<file path="src/core/rtcsch_pkg.sv">
// Constants and types for the schedule programming and validation block
package rtcsch_pkg;
   // ---------------------------------------------------------------
   // Register pages and offsets
   // ---------------------------------------------------------------
   localparam logic [7:0] PAGE_COMMON = 8'h6b;
   localparam logic [7:0] PAGE_START = 8'h6c;
   localparam logic [7:0] PAGE_RUN = 8'h6d;
   localparam logic [7:0] OFF_SCHEDULE_SELECT = 8'h16;
   localparam logic [7:0] OFF_SCHEDULER_RUN = 8'h17;
   localparam logic [7:0] OFF_ACTIVE = 8'h00;
   localparam logic [7:0] OFF_MINUTE = 8'h01;
   localparam logic [7:0] OFF_HOUR = 8'h02;
   localparam logic [7:0] OFF_MDAY = 8'h03;
   localparam logic [7:0] OFF_MONTH = 8'h04;
   localparam logic [7:0] OFF_YEAR = 8'h05;
   localparam logic [7:0] OFF_ACTION_RUN_MINUTES = 8'h00;
   localparam logic [7:0] OFF_ACTION_PERIOD_MINUTES = 8'h02;
   localparam logic [7:0] OFF_ACTION_REPEAT_COUNT = 8'h03;
   localparam logic [7:0] OFF_SEQUENCE_PERIOD_HOURS = 8'h04;
   // ---------------------------------------------------------------
   // Reset values and limits
   // ---------------------------------------------------------------
   localparam logic [15:0] RST_ACTION_RUN_MINUTES = 16'h0001;
   localparam logic [7:0] RST_ACTION_PERIOD_MINUTES = 8'h00;
   localparam logic [7:0] RST_ACTION_REPEAT_COUNT = 8'h00;
   localparam logic [7:0] RST_SEQUENCE_PERIOD_HOURS = 8'h18;
   localparam logic [7:0] RST_START_FIELD = 8'h00;
   localparam logic [7:0] RST_MDAY = 8'h01;
   localparam logic [7:0] RST_MONTH = 8'h01;
   localparam logic [7:0] ACTIVE_OFF = 8'h00;
   localparam logic [7:0] ACTIVE_ALT = 8'h01;
   localparam logic [7:0] ACTIVE_ON = 8'hff;
   localparam logic [7:0] RUN_OFF = 8'h00;
   localparam logic [7:0] RUN_ON = 8'h01;
   localparam logic [7:0] MAX_SELECT = 8'h03;
   localparam logic [7:0] BCD_MIN_MDAY = 8'h01;
   localparam logic [7:0] BCD_MAX_MDAY = 8'h31;
   localparam logic [7:0] BCD_MAX_HOUR = 8'h23;
   localparam logic [7:0] BCD_MAX_MINUTE = 8'h59;
   localparam logic [7:0] BCD_MAX_MONTH = 8'h12;
   localparam logic [7:0] BCD_MAX_YEAR = 8'h99;
   localparam logic [7:0] BCD_FEB = 8'h02;
   localparam logic [7:0] BCD_DAY_28 = 8'h28;
   localparam logic [7:0] BCD_DAY_29 = 8'h29;
   localparam logic [7:0] BCD_DAY_30 = 8'h30;
   localparam logic [15:0] MAX_RUN_MINUTES = 16'h059f; // 1439
   localparam logic [15:0] RUN_SPECIAL = 16'hffff;
   localparam logic [7:0] MAX_SEQ_HOURS = 8'h18; // 24
   localparam logic [7:0] MINUTES_PER_HOUR = 8'h3c; // 60
   // ---------------------------------------------------------------
   // Feedback timing
   // ---------------------------------------------------------------
   localparam int CLK_NS = 20;
   localparam int TICK_NS = 1_000_000; // 1 ms feedback tick
   localparam logic [11:0] SLOT_MS = 12'h0c8; // 200 ms LED slot
   localparam logic [11:0] BEEP_SHORT_MS = 12'h064; // 100 ms
   localparam logic [11:0] BEEP_LONG_MS = 12'h3e8; // 1000 ms
   localparam logic [3:0] SLOTS_OK = 4'h1; // one blink
   localparam logic [3:0] SLOTS_ERR = 4'h9; // five blinks
   localparam int BAUD = 38400;
   localparam logic [10:0] BAUD_CYCLES = 11'(1_000_000_000 / (BAUD * CLK_NS));
   localparam logic [7:0] MSG_OK = 8'h41; // 'A'
   localparam logic [7:0] MSG_ERR = 8'h45; // 'E'
   // ---------------------------------------------------------------
   // Types
   // ---------------------------------------------------------------
   typedef enum logic [2:0] {
      RTCSCH_FB_IDLE = 3'b001,
      RTCSCH_FB_OK = 3'b010,
      RTCSCH_FB_ERR = 3'b100
   } rtcsch_fb_t;

   typedef struct packed {
      logic [7:0] active;
      logic [7:0] minute;
      logic [7:0] hour;
      logic [7:0] mday;
      logic [7:0] month;
      logic [7:0] year;
      logic [15:0] action_run_minutes;
      logic [7:0] action_period_minutes;
      logic [7:0] action_repeat_count;
      logic [7:0] sequence_period_hours;
   } rtcsch_sched_t;

   typedef struct packed {
      logic wr;
      logic rd;
      logic [7:0] page;
      logic [7:0] offset;
      logic [15:0] wdata;
   } rtcsch_req_t;

   typedef struct packed {
      logic [3:0] [0:0] pad;
      rtcsch_sched_t [3:0] sch;
      logic [1:0] schedule_select;
      logic scheduler_run;
      logic [15:0] rdata;
      logic rvalid;
      logic entry_done;
      logic entry_ok;
      rtcsch_fb_t fb;
      logic [15:0] tick_cnt;
      logic [11:0] slot_ms;
      logic [11:0] elapsed_ms;
      logic [3:0] slot_idx;
      logic [9:0] tx_shift;
      logic [3:0] tx_bits;
      logic [10:0] baud_cnt;
      logic tx_pend;
      logic [7:0] tx_pend_byte;
   } rtcsch_state_t;
endpackage

</file>
<file path="src/core/rtcsch_core.sv">
// Schedule register file with entry checks, LED/beeper and serial feedback
`timescale 1ns/10ps
module rtcsch_core #(
   parameter int TICK_CYCLES = rtcsch_pkg::TICK_NS / rtcsch_pkg::CLK_NS
) (
   // Clock and reset
   input wire logic mclk,
   input wire logic reset_n,
   // Register access, one byte or word per strobe
   input wire rtcsch_pkg::rtcsch_req_t req,
   output logic [15:0] reg_rdata,
   output logic reg_rvalid,
   output logic entry_done,
   output logic entry_ok,
   // Feedback
   output logic [2:0] user_led,
   output logic beeper,
   output logic uart_tx,
   // Schedule state towards the execution engine
   output logic scheduler_run,
   output logic [3:0] schedule_active,
   output logic [3:0] repeat_enable
);
   rtcsch_pkg::rtcsch_state_t q;
   rtcsch_pkg::rtcsch_state_t next_q;

   // ---------------------------------------------------------------
   // Helpers
   // ---------------------------------------------------------------
   // Both digits decimal and within an upper bound
   function automatic logic bcd_le(input logic [7:0] v,
                                   input logic [7:0] lim);
      bcd_le = (v[3:0] <= 4'h9) && (v[7:4] <= 4'h9) && (v <= lim);
   endfunction
   // Last day of a month in BCD; years are 2000..2099
   function automatic logic [7:0] month_last_day(input logic [7:0] mon,
                                                 input logic [7:0] yr);
      logic leap;
      leap = yr[4] ? (yr[3:0] == 4'h2 || yr[3:0] == 4'h6)
                   : (yr[3:0] == 4'h0 || yr[3:0] == 4'h4 ||
                      yr[3:0] == 4'h8);
      if (mon == rtcsch_pkg::BCD_FEB) begin
         month_last_day = leap ? rtcsch_pkg::BCD_DAY_29
                               : rtcsch_pkg::BCD_DAY_28;
      end else if (mon == 8'h04 || mon == 8'h06 || mon == 8'h09 ||
                   mon == 8'h11) begin
         month_last_day = rtcsch_pkg::BCD_DAY_30;
      end else begin
         month_last_day = rtcsch_pkg::BCD_MAX_MDAY;
      end
   endfunction
   // Timing check widened so no sum or product wraps; 0xffff skips it
   function automatic logic timing_ok(input rtcsch_pkg::rtcsch_sched_t s);
      logic [19:0] busy_min;
      logic [15:0] seq_min;
      busy_min = (20'(s.action_run_minutes) +
                  20'(s.action_period_minutes)) *
                 20'(s.action_repeat_count);
      seq_min = 16'(s.sequence_period_hours) *
                16'(rtcsch_pkg::MINUTES_PER_HOUR);
      timing_ok = (s.action_run_minutes == rtcsch_pkg::RUN_SPECIAL) ||
                  (busy_min < 20'(seq_min));
   endfunction

   // ---------------------------------------------------------------
   // Next state
   // ---------------------------------------------------------------
   always_comb begin
      rtcsch_pkg::rtcsch_sched_t cand;
      logic hit;
      logic ok;
      logic [7:0] b;
      logic tick;
      next_q = q;
      cand = q.sch[q.schedule_select];
      hit = req.wr;
      ok = 1'b0;
      b = req.wdata[7:0];
      tick = (q.tick_cnt == 16'(TICK_CYCLES - 1));
      next_q.rvalid = 1'b0;
      // Register writes: every field checked before it is stored
      if (req.wr) begin
         unique case (req.page)
            rtcsch_pkg::PAGE_COMMON: begin
               if (req.offset == rtcsch_pkg::OFF_SCHEDULE_SELECT) begin
                  ok = (b <= rtcsch_pkg::MAX_SELECT);
                  if (ok) next_q.schedule_select = b[1:0];
               end else if (req.offset == rtcsch_pkg::OFF_SCHEDULER_RUN) begin
                  ok = (b == rtcsch_pkg::RUN_OFF) ||
                       (b == rtcsch_pkg::RUN_ON);
                  if (ok) next_q.scheduler_run = b[0];
               end else begin
                  hit = 1'b0;
               end
            end
            rtcsch_pkg::PAGE_START: begin
               unique case (req.offset)
                  rtcsch_pkg::OFF_ACTIVE: begin
                     ok = (b == rtcsch_pkg::ACTIVE_OFF) ||
                          (b == rtcsch_pkg::ACTIVE_ON) ||
                          (b == rtcsch_pkg::ACTIVE_ALT);
                     cand.active = b;
                  end
                  rtcsch_pkg::OFF_MINUTE: begin
                     ok = bcd_le(b, rtcsch_pkg::BCD_MAX_MINUTE);
                     cand.minute = b;
                  end
                  rtcsch_pkg::OFF_HOUR: begin
                     ok = bcd_le(b, rtcsch_pkg::BCD_MAX_HOUR);
                     cand.hour = b;
                  end
                  rtcsch_pkg::OFF_MDAY: begin
                     ok = bcd_le(b, month_last_day(cand.month, cand.year))
                          && (b >= rtcsch_pkg::BCD_MIN_MDAY);
                     cand.mday = b;
                  end
                  rtcsch_pkg::OFF_MONTH: begin
                     ok = bcd_le(b, rtcsch_pkg::BCD_MAX_MONTH) && (b != 8'h00);
                     cand.month = b;
                  end
                  rtcsch_pkg::OFF_YEAR: begin
                     ok = bcd_le(b, rtcsch_pkg::BCD_MAX_YEAR);
                     cand.year = b;
                  end
                  default: hit = 1'b0;
               endcase
            end
            rtcsch_pkg::PAGE_RUN: begin
               ok = 1'b1;
               unique case (req.offset)
                  rtcsch_pkg::OFF_ACTION_RUN_MINUTES: begin
                     cand.action_run_minutes = req.wdata;
                     ok = (req.wdata == rtcsch_pkg::RUN_SPECIAL) ||
                          ((req.wdata != 16'h0000) &&
                           (req.wdata <= rtcsch_pkg::MAX_RUN_MINUTES));
                  end
                  rtcsch_pkg::OFF_ACTION_PERIOD_MINUTES:
                     cand.action_period_minutes = b;
                  rtcsch_pkg::OFF_ACTION_REPEAT_COUNT:
                     cand.action_repeat_count = b;
                  rtcsch_pkg::OFF_SEQUENCE_PERIOD_HOURS: begin
                     cand.sequence_period_hours = b;
                     ok = (|b) && (b <= rtcsch_pkg::MAX_SEQ_HOURS);
                  end
                  default: hit = 1'b0;
               endcase
               ok = ok && timing_ok(cand);
            end
            default: hit = 1'b0;
         endcase
         // Rejected data never lands, old contents stay
         if (hit && ok && req.page != rtcsch_pkg::PAGE_COMMON) begin
            next_q.sch[q.schedule_select] = cand;
         end
      end
      next_q.entry_done = hit;
      if (hit) next_q.entry_ok = ok;
      // Feedback pattern restarts on every entry; newest outcome wins
      next_q.tick_cnt = tick ? 16'h0000 : q.tick_cnt + 16'h0001;
      if (hit) begin
         next_q.fb = ok ? rtcsch_pkg::RTCSCH_FB_OK
                        : rtcsch_pkg::RTCSCH_FB_ERR;
         next_q.tick_cnt = 16'h0000;
         next_q.slot_ms = 12'h000;
         next_q.elapsed_ms = 12'h000;
         next_q.slot_idx = 4'h0;
      end else if (tick && q.fb != rtcsch_pkg::RTCSCH_FB_IDLE) begin
         next_q.elapsed_ms = q.elapsed_ms + 12'h001;
         if (q.slot_ms == rtcsch_pkg::SLOT_MS - 12'h001) begin
            next_q.slot_ms = 12'h000;
            next_q.slot_idx = q.slot_idx + 4'h1;
            if (q.slot_idx + 4'h1 ==
                ((q.fb == rtcsch_pkg::RTCSCH_FB_OK) ? rtcsch_pkg::SLOTS_OK
                                                    : rtcsch_pkg::SLOTS_ERR))
               next_q.fb = rtcsch_pkg::RTCSCH_FB_IDLE;
         end else begin
            next_q.slot_ms = q.slot_ms + 12'h001;
         end
      end
      // Serial report: 8N1, one pending byte behind the one in flight
      if (hit) begin
         next_q.tx_pend = 1'b1;
         next_q.tx_pend_byte = ok ? rtcsch_pkg::MSG_OK : rtcsch_pkg::MSG_ERR;
      end
      if (q.tx_bits != 4'h0) begin
         if (q.baud_cnt == rtcsch_pkg::BAUD_CYCLES - 11'h001) begin
            next_q.baud_cnt = 11'h000;
            next_q.tx_shift = {1'b1, q.tx_shift[9:1]};
            next_q.tx_bits = q.tx_bits - 4'h1;
         end else begin
            next_q.baud_cnt = q.baud_cnt + 11'h001;
         end
      end else if (q.tx_pend) begin
         next_q.tx_shift = {1'b1, q.tx_pend_byte, 1'b0};
         next_q.tx_bits = 4'ha;
         next_q.baud_cnt = 11'h000;
         next_q.tx_pend = hit; // A fresh outcome this cycle stays queued
      end
      // Register reads of the selected schedule
      if (req.rd) begin
         next_q.rvalid = 1'b1;
         next_q.rdata = 16'h0000;
         if (req.page == rtcsch_pkg::PAGE_COMMON) begin
            if (req.offset == rtcsch_pkg::OFF_SCHEDULE_SELECT)
               next_q.rdata = {14'h0000, q.schedule_select};
            else if (req.offset == rtcsch_pkg::OFF_SCHEDULER_RUN)
               next_q.rdata = {15'h0000, q.scheduler_run};
         end else if (req.page == rtcsch_pkg::PAGE_START) begin
            unique case (req.offset)
               rtcsch_pkg::OFF_ACTIVE: next_q.rdata = {8'h00, cand.active};
               rtcsch_pkg::OFF_MINUTE: next_q.rdata = {8'h00, cand.minute};
               rtcsch_pkg::OFF_HOUR: next_q.rdata = {8'h00, cand.hour};
               rtcsch_pkg::OFF_MDAY: next_q.rdata = {8'h00, cand.mday};
               rtcsch_pkg::OFF_MONTH: next_q.rdata = {8'h00, cand.month};
               rtcsch_pkg::OFF_YEAR: next_q.rdata = {8'h00, cand.year};
               default: next_q.rdata = 16'h0000;
            endcase
         end else if (req.page == rtcsch_pkg::PAGE_RUN) begin
            unique case (req.offset)
               rtcsch_pkg::OFF_ACTION_RUN_MINUTES:
                  next_q.rdata = cand.action_run_minutes;
               rtcsch_pkg::OFF_ACTION_PERIOD_MINUTES:
                  next_q.rdata = {8'h00, cand.action_period_minutes};
               rtcsch_pkg::OFF_ACTION_REPEAT_COUNT:
                  next_q.rdata = {8'h00, cand.action_repeat_count};
               rtcsch_pkg::OFF_SEQUENCE_PERIOD_HOURS:
                  next_q.rdata = {8'h00, cand.sequence_period_hours};
               default: next_q.rdata = 16'h0000;
            endcase
         end
      end
   end

   // ---------------------------------------------------------------
   // State register
   // ---------------------------------------------------------------
   // Synchronous reset to documented defaults
   always_ff @(posedge mclk) begin
      if (!reset_n) begin
         q <= '0;
         q.sch <= {4{rtcsch_pkg::ACTIVE_OFF,
                     rtcsch_pkg::RST_START_FIELD, rtcsch_pkg::RST_START_FIELD,
                     rtcsch_pkg::RST_MDAY, rtcsch_pkg::RST_MONTH,
                     rtcsch_pkg::RST_START_FIELD,
                     rtcsch_pkg::RST_ACTION_RUN_MINUTES,
                     rtcsch_pkg::RST_ACTION_PERIOD_MINUTES,
                     rtcsch_pkg::RST_ACTION_REPEAT_COUNT,
                     rtcsch_pkg::RST_SEQUENCE_PERIOD_HOURS}};
         q.fb <= rtcsch_pkg::RTCSCH_FB_IDLE;
         q.tx_shift <= 10'h3ff;
      end else begin
         q <= next_q;
      end
   end

   // ---------------------------------------------------------------
   // Outputs
   // ---------------------------------------------------------------
   // LEDs lit on even slots, beep length set by outcome
   always_comb begin
      user_led = {3{q.fb != rtcsch_pkg::RTCSCH_FB_IDLE && !q.slot_idx[0]}};
      beeper = (q.fb == rtcsch_pkg::RTCSCH_FB_OK &&
                q.elapsed_ms < rtcsch_pkg::BEEP_SHORT_MS) ||
               (q.fb == rtcsch_pkg::RTCSCH_FB_ERR &&
                q.elapsed_ms < rtcsch_pkg::BEEP_LONG_MS);
      for (int i = 0; i < 4; i++) begin
         schedule_active[i] = (q.sch[i].active != rtcsch_pkg::ACTIVE_OFF);
         repeat_enable[i] = (q.sch[i].action_period_minutes != 8'h00) &&
                            (q.sch[i].action_repeat_count != 8'h00);
      end
   end
   assign uart_tx = q.tx_shift[0];
   assign reg_rdata = q.rdata;
   assign reg_rvalid = q.rvalid;
   assign entry_done = q.entry_done;
   assign entry_ok = q.entry_ok;
   assign scheduler_run = q.scheduler_run;
endmodule // rtcsch_core

</file>
<file path="config.mk">
export PLATFORM = sky130hd
export DESIGN_NAME = rtcsch_core
export DESIGN_NICKNAME = d
export VERILOG_FILES = /design/src/core/rtcsch_pkg.sv /design/src/core/rtcsch_core.sv
export SDC_FILE = /design/constraint.sdc
export NUM_CORES = 1
export LEC_CHECK = 0
export BUFFER_PORTS_ARGS = -buffer_cell sky130_fd_sc_hd__buf_2
export CORE_MARGIN = 4
export CORE_UTILIZATION = 35
export CTS_CLUSTER_DIAMETER = 60
export DETAILED_ROUTE_END_ITERATION = 16
export GPL_TIMING_DRIVEN = 0
export PLACE_DENSITY = 0.49
export SLEW_MARGIN = 20
export SYNTH_ARGS = -nofsm -noshare
export SYNTH_HDL_FRONTEND = slang
export SYNTH_SLANG_ARGS = --single-unit
</file>
<file path="constraint.sdc">
create_clock -name mclk -period 15.6 [get_ports mclk]
set_clock_uncertainty 0.1 [all_clocks]
set_input_delay 3.12 -clock mclk [delete_from_list [all_inputs] [get_ports mclk]]
set_output_delay 3.12 -clock mclk [all_outputs]
set_load 0.02 [all_outputs]
</file>
Word-level counts from Yosys, hierarchy flattened:

Cells that the tools add are included.

* $add $sub $neg: 7
* magnitude comparators: 16
* multiplexer cells: 73
* bitwise gates (word level): 2
* divide/modulo/power cells: 0
* shift-type cells: 0
* reduce and logical (&&, ||, !) cells: 68
* equality and inequality tests: 32
* multiply operators: 2

Operators by type and width (number)
* $bwmux W352: 1
* $mux W88: 3
* $bmux W88 S2: 1
* $demux W88 S2: 1
* $mux W8: 19
* $reduce_bool A8 Y1: 13
* $mux W16: 6
* $mux W48: 2
* $mux W40: 2
* $pmux W16 S4: 1
* $eq A16 B16 Y1 const B: 3
* $pmux W8 S6: 1
* $eq A8 B3 Y1 const B: 4
* $mux W26: 1
* $mux W25: 1
* $add A12 B1 Y12 const B: 2
* $eq A8 B2 Y1 const B: 3
* $eq A8 B5 Y1 const B: 3
* $eq A8 B7 Y1 const B: 3
* $logic_and A1 B1 Y1: 22
* $lt A20 B14 Y1: 1
* $mul A17 B8 Y20: 1
* $mux W1: 18
* $mux W3: 6
* other kinds (59): 82

* register bits after elaboration: 455
* output and inout bits: 33
* memory bits (writable): 0
* bits of input ports: 36
* memories kept: 0
* bits in latches: 0
* memory bits (read-only): 0

Logic depth before layout (Yosys ltp):

Gate-level depths: netlist of run 1.

* depth after elaboration: 22
* depth in mapped cells: 43
* gate-level depth less buffers: 37

Worst setup path before layout of run 1:

No wires, ideal clock.

* path type: input -> register
* start: input port req[21] in the netlist's numbering
* end: register q[125] in the netlist's numbering
* arrival time: 12.311 ns
* cell stages on the path: 40
* library setup time: 0.130 ns
* data required time: 15.370 ns
* buffers on the path: 4
* slack: 3.058 ns
* cells stage by stage: or4_1 > buf_2 > or3_1 > nor2_1 > clkbuf_1 > mux2i_1 > inv_1 > ha_1 > a21oi_1 > o211ai_1 > a21oi_1 > o21bai_1 > a21oi_1 > xor2_1 > nand2b_1 > fa_1 > inv_1 > fa_1 > [4 not listed] > ha_1 > a2111oi_0 > o21ai_0 > nand2_1 > xnor2_1 > ha_1 > a21o_1 > a211oi_1 > o31ai_1 > o211ai_1 > o41ai_1 > nor3_1 > and4_1 > a41oi_4 > nor4_4 > buf_2 > buf_4 > o22ai_1

* longest elaborated chain between the ends: 14

RTL lines
* start: declaration: line rtcsch_core.sv:10 `input wire rtcsch_pkg::rtcsch_req_t req,`
* $eq A8 B2 Y1 or $logic_not A8 Y1 (tied branches): line rtcsch_core.sv:97, rtcsch_core.sv:130
* $mux W8 or $mux W16 (tied branches): line rtcsch_core.sv:130 `unique case (req.offset)`
* $mux W8 or $mux W16 (tied branches): line rtcsch_core.sv:83 `unique case (req.page)`
* $mux W8 or $mux W16 (tied branches): line rtcsch_core.sv:82 `if (req.wr) begin`
* $add A16 B8 Y17: line rtcsch_core.sv:56 `busy_min = (20'(s.action_run_minutes) +`
* $mul A17 B8 Y20: line rtcsch_core.sv:57 `20'(s.action_period_minutes)) *`
* $lt A20 B14 Y1: line rtcsch_core.sv:62 `(busy_min < 20'(seq_min));`
* $logic_or A1 B1 Y1: line rtcsch_core.sv:61 `timing_ok = (s.action_run_minutes == rtcsch_pkg::RUN_SPECIAL) ||`
* $logic_and A1 B1 Y1: line rtcsch_core.sv:147 `ok = ok && timing_ok(cand);`
* $pmux W1 S3: line rtcsch_core.sv:83
* $mux W1: line rtcsch_core.sv:82
* $logic_and A1 B1 Y1 (2 in series): line rtcsch_core.sv:152 `if (hit && ok && req.page != rtcsch_pkg::PAGE_COMMON) begin`
* $reduce_and A2 Y1 (no source line)
* end signal: assignment: line rtcsch_core.sv:252 `q <= next_q;`
* end: declaration: line rtcsch_core.sv:24 `rtcsch_pkg::rtcsch_state_t q;`

Several ways; a longest one is shown, not always the timed one. The select of a mux whose other input is x is not followed.
A chain may end at the register's enable or synchronous reset.

Final worst setup path of run 1:

* start: input port req[21] in the netlist's numbering
* end: register q[179] in the netlist's numbering

The elaborated chain is that of the path after synthesis.

==> flow_metrics.tcl, run 1 <==
set metrics [dict create \
    routed_wirelength_mm 104 \
    path_buf_inv 9 \
    cp_max_fo 10 \
    placed_area_sq_um 27900 \
    yosys_most_used_dff "dfxtp_1" \
    grt_pass1_vias 24000 \
    crit_arrival_ns 15.34 \
    cts_tree "done" \
    irDropWorstVdd_uv 79.1 \
    min_period_ns 14.97 \
    syn-num-nets 3183 \
    cts.sinks 449 \
    drc 0 \
    synthArstFlopShare_pct 0 \
    core_area_sq_um 74600 \
    post-route-period-util_pct 95.9 \
    critPathSlowestCell "nor4_4" \
    yosys_warnings 0 \
    io_pins 69 \
    wl_per_cell_microns 25.2 \
    vias_per_cell 5.92 \
    fin_tns_setup_ns 0 \
    setup_viol 0 \
    initial_core_util_pct 35.3 \
    grt_pass1_wl_mm 154 \
    outcome "finished, final reports clean" \
    reg2regPathDepth 42 \
    rows 100 \
    die_x_microns 282 \
    ctsHtreeMaxLevel 2 \
    postCtsHoldBufs 0 \
    max_stage_delay_ns 0.83 \
    die_h_microns 282 \
    ys_ff_latch 449 \
    required_ns 15.97 \
    clk_transition_reported_paths_ns 0.06 \
    antenna_found_initial 6 \
    hold_class "flop to flop" \
    synth.avg_cell_area_sq_um 8.85 \
    grt_usage_pct 25.4 \
    area_growth_pct 12.4 \
    ys_top_cells_by_area "dfxtp_1 (34%), o22ai_1 (8.0%), mux4_2 (7.5%)" \
    slew_violations 0 \
    synth_edf_count 0 \
    rsz0062_at_grt "false" \
    max_cap_viol_count 0 \
    num-fill-cells 7598 \
    synth_top_area_share_pct 34.1 \
    tightest_slew_ns 1.16 \
    firstDrtPassIters 7 \
    endpoint_kind "flop" \
    regArea_sq_um 8990 \
    crit_cells 42 \
    cts_root_buffer "clkbuf_16" \
    clock_latency_ns 0.62 \
    hold_depth 2 \
    post-cts-setup-buffer-count 0 \
    cts-resized-gates 0 \
    grt_max_degree 14 \
    yosysSeqAreaShare_pct 34.1 \
    clock_path_buffers 3 \
    critical_path.top_delay_family "simple AND/OR/NAND/NOR gates" \
    slew_headroom_pct 22.4 \
    p_leak_nw 10.8 \
    netlist_instances 2978 \
    dp_hpwl_mm 75.8 \
    multi_input_area_sq_um 15700 \
    yosysTopAreaCell "dfxtp_1" \
    grt_overflow_total 0 \
    cts_made_buffers 51 \
    place_congestion 0.968 \
    critPathKind "input pin to flop" \
    die_area_sq_um 79700 \
    totalPowerFinal_w 0.00257 \
    fmax_mhz 66.8 \
    vias 24300 \
    syn_area_sq_um 26300 \
    ant_nets 0 \
    yosys.cell_types.count 69 \
    drt_iter0_drc 2835 \
    hold_violations 0 \
    layout.nets 3305 \
    layout-drive-gt1-share_pct 12.8 \
    cellPowerDensity_nw_per_um2 86.6 \
    port_buffers 61 \
    start_kind "input pin" \
    final_area_sq_um 29600 \
]
-- cells by family after synthesis --
family | share of synthesized area [%]
and+or+nand+nor | 18.6
AOI/OAI and AO/OA | 15.4
DFF | 34.1
buffers and inverters | 6.17
muxes | 12.0
adders and majority gates | 10.8
xor gates and xnor gates | 2.84
-- power breakdown --
group | internal [W] | switching [W] | total [W] | leakage, nW
Combinational | 0.0000480 | 0.000131 | 0.000179 | 6.42
Clock | 0.000693 | 0.000518 | 0.00121 | 0.809
Sequential | 0.00116 | 0.0000110 | 0.00117 | 3.62
-- metrics by stage --
stage | setup slack, ns | hold slack (ns) | std cells | util, %
global placement | 0.108 | 0.332 | 4008 | 37.4
detailed placement | 0.0467 | 0.340 | 4009 | 37.4
global route | 0.00875 | 0.372 | 4104 | 39.7
finish | 0.634 | 0.352 | 4110 | 39.7
CTS | 0.681 | 0.355 | 4097 | 39.6
floorplan | 3.06 | 0.317 | 2978 | -
-- placed cells by master, fill, tap and decap left out, types with 18 or more instances in the layout --
| cell | n |
|---|---|
| fa_1 | 96 |
| nand2_1 | 472 |
| clkbuf_1 | 179 |
| xor2_1 | 38 |
| mux4_2 | 88 |
| nand3_1 | 29 |
| mux2i_1 | 44 |
| mux2_2 | 65 |
| inv_1 | 146 |
| o22ai_1 | 336 |
| buf_4 | 35 |
| nor3_1 | 23 |
| ha_1 | 73 |
| a21oi_1 | 86 |
| nor2_1 | 250 |
| nor4_1 | 23 |
| clkbuf_16 | 51 |
| dfxtp_1 | 449 |
| buf_2 | 97 |
| o22a_1 | 18 |
| nand2b_1 | 42 |
| a31oi_1 | 20 |
| a22oi_1 | 19 |
| nand4_1 | 106 |
| o21ai_0 | 57 |
| xnor2_1 | 43 |
-- flip-flops by register name, indices dropped and copies added (netlist names) --
name and count:
entry_done 1, uart_tx 1, q 428, scheduler_run 1
reg_rdata 16, entry_ok 1, reg_rvalid 1
-- final cells by class --
type,count,share of cell area [%]
Multi-Input combinational cell,2136,53.2
Sequential cell,449,30.4
Clock buffer,69,4.81
Tap cell,969,4.09
Buffer,247,3.68
Inverter,146,1.85
Timing Repair Buffer,69,1.23
Clock inverter,19,0.765
Antenna cell,6,0.0507
-- cell usage after synthesis, drive strengths merged (18+ instances only) --
| library cell | count |
|---|---|
| a21oi | 86 |
| a22oi | 19 |
| a31oi | 20 |
| buf | 72 |
| clkbuf | 175 |
| dfxtp | 449 |
| fa | 96 |
| ha | 73 |
| inv | 146 |
| mux2 | 65 |
| mux2i | 46 |
| mux4 | 88 |
| nand2 | 472 |
| nand2b | 42 |
| nand3 | 29 |
| nand4 | 106 |
| nor2 | 250 |
| nor3 | 24 |
| nor4 | 30 |
| o21ai | 57 |
| o22a | 18 |
| o22ai | 336 |
| xnor2 | 44 |
| xor2 | 38 |
-- tightest hold or removal path, cell delays in order, from the launching register on --
cell     delay, ns
dfxtp_1       0.31
nand2_1       0.05
o22ai_1       0.05
-- routing by layer --
metal  global-route usage (%)  vias to the layer above  part of all wire [%]
met5                        0                        -                 0.019
met3                     4.46                      220                   8.1
li1                         -                    11000                     -
met1                     35.1                    12100                    43
met4                     9.87                        4                   4.1
met2                     39.9                     1099                    45
-- path summary, 6_finish.rpt --
kind,startpoint,end,slack [ns]
worst max-delay path,req[21],q[179],0.63
worst min-delay path,q[345],q[345],0.35
worst max register to register,q[102],q[179],1.92
worst min register to register,q[345],q[345],0.35
Power figures use the tool's default switching activity.
==> inputs of run 2 (changes only) <==
--- a/config.mk
+++ b/config.mk
@@ -10,7 +10,6 @@
 export CORE_UTILIZATION = 35
 export CTS_CLUSTER_DIAMETER = 60
 export DETAILED_ROUTE_END_ITERATION = 16
-export GPL_TIMING_DRIVEN = 0
 export PLACE_DENSITY = 0.49
 export SLEW_MARGIN = 20
 export SYNTH_ARGS = -nofsm -noshare
==> flow_metrics.tcl, run 2 (synthesized netlist as in run 1, its figures left out) <==
set metrics [dict create \
    drc 0 \
    ctsHtreeMaxLevel 2 \
    cts-resized-gates 0 \
    slew_violations 0 \
    p_leak_nw 10.6 \
    grt_pass1_vias 23000 \
    min_period_ns 13.55 \
    hold_class "flop to flop" \
    grt_pass1_wl_mm 137 \
    largest-register "q" \
    antenna_found_initial 4 \
    die_x_microns 282 \
    routed_wirelength_mm 88.7 \
    outcome "finished, final reports clean" \
    hold_violations 0 \
    irDropWorstVdd_uv 73.0 \
    initial_core_util_pct 35.3 \
    largest_reg_flops 428 \
    post-cts-setup-buffer-count 0 \
    grt_usage_pct 21.9 \
    hold_slack_ns 0.353 \
    start_kind "input pin" \
    r2r-end "q[185]" \
    clk_transition_reported_paths_ns 0.06 \
    critPathKind "input pin to flop" \
    place_congestion 0.847 \
    die_area_sq_um 79700 \
    crit_arrival_ns 13.97 \
    max_cap_viol_count 0 \
    layout.cells.most_common_list "nand2_1 (471), dfxtp_1 (447), o22ai_1 (336)" \
    slew_headroom_pct 26.6 \
    layout.nets 3105 \
    reg2regPathDepth 38 \
    ant_nets 0 \
    fin_tns_setup_ns 0 \
    layout-drive-gt1-share_pct 13.4 \
    setup_viol 0 \
    core_area_sq_um 74600 \
    cellPowerDensity_nw_per_um2 91.1 \
    vias_per_cell 5.83 \
    cp_max_fo 36 \
    r2r_slack_ns 4.57 \
    clock_latency_ns 0.64 \
    critPathSlowestCell "or4_1" \
    drt_iter0_drc 2084 \
    firstDrtPassIters 5 \
    endpoint_kind "flop" \
    rr_startpoint "q[102]" \
    fmax_mhz 73.8 \
    cpMostUsedCell "fa_1" \
    dp_hpwl_mm 57.4 \
    die_h_microns 282 \
    hp-start "q[33]" \
    vias 22800 \
    cts.sinks 449 \
    hold_end "q[33]" \
    final_common_cell "nand2_1" \
    wl_per_cell_microns 22.7 \
    cts_root_buffer "clkbuf_16" \
    grt_overflow_total 0 \
    cts_made_buffers 55 \
    io_pins 69 \
    clock_path_buffers 3 \
    port_buffers 68 \
    postCtsHoldBufs 0 \
    required_ns 16.02 \
    rsz0062_at_grt "false" \
    num-fill-cells 7411 \
    area_growth_pct 10.8 \
    max_stage_delay_ns 0.79 \
    grt_max_degree 108 \
    post-route-period-util_pct 86.8 \
    hold_depth 1 \
    rows 100 \
    tightest_slew_ns 1.10 \
    cts_tree "done" \
]
-- run 2: cell count changes in the layout (fill, tap and decap cells not counted), moves of 4 or more --
cell,change
buf_4,+4
clkbuf_2,-6
buf_12,+5
clkbuf_1,-169
clkbuf_8,+6
clkbuf_16,+5
buf_2,-30
buf_1,-8
nor2_1,-4
-- run 2: per-layer routing --
metal	track usage [%]	part of all wire, %	vias up
li1	-	-	10500
met1	28.9	43	11300
met2	36.8	47	797
met3	3.32	6.3	176
met4	7.80	3.5	2
met5	0	0.012	-
-- run 2: report_power, final --
part / switching [W] / internal [W] / total (W)
sequential: 0.0000109 / 0.00116 / 0.00117
combinational: 0.000111 / 0.0000425 / 0.000153
clock: 0.000536 / 0.000796 / 0.00133
total: 0.000658 / 0.00200 / 0.00266
-- run 2: how the worst max path moves through the flow --
stage | depth (start not counted) | startpoint | slack (ns) | endpoint
floorplan | 40 | req[21] | 3.06 | q[125]
global placement | 40 | req[21] | 1.84 | q[333]
detailed placement | 40 | req[21] | 1.55 | q[164]
CTS | 40 | req[21] | 2.16 | q[361]
global route | 40 | req[21] | 1.44 | q[333]
finish | 40 | req[21] | 2.05 | q[185]
-- run 2: metrics by stage --
step | util [%] | total power [W] | instances | instance area (sq um) | setup WS, ns
2_1_floorplan | - | 0.00131 | 2978 | 26300 | 3.06
3_3_place_gp | 36.6 | 0.00135 | 3812 | 27300 | 1.84
3_5_place_dp | 36.6 | 0.00135 | 3812 | 27300 | 1.55
4_1_cts | 39.1 | 0.00268 | 3912 | 29200 | 2.16
5_1_grt | 39.1 | 0.00276 | 3913 | 29200 | 1.44
6_report | 39.2 | 0.00266 | 3916 | 29200 | 2.05
-- run 2: worst max-delay path, delay by kind of cell --
kind	cells	cell delay [ns]
compound gates	11	3.14
xor+xnor	2	0.56
fa+ha+maj	8	2.87
buf+inv	7	1.09
mux	1	0.40
simple gates	11	2.73
-- run 2: cell type report --
type | count | area (sq um) | area share [%]
Timing Repair Buffer | 112 | 743 | 2.55
Multi-Input combinational cell | 2136 | 15800 | 54.0
Clock buffer | 80 | 1630 | 5.59
Tap cell | 969 | 1210 | 4.15
Clock inverter | 20 | 275 | 0.943
Sequential cell | 449 | 9000 | 30.8
Inverter | 146 | 548 | 1.88
Antenna cell | 4 | 10.0 | 0.0343
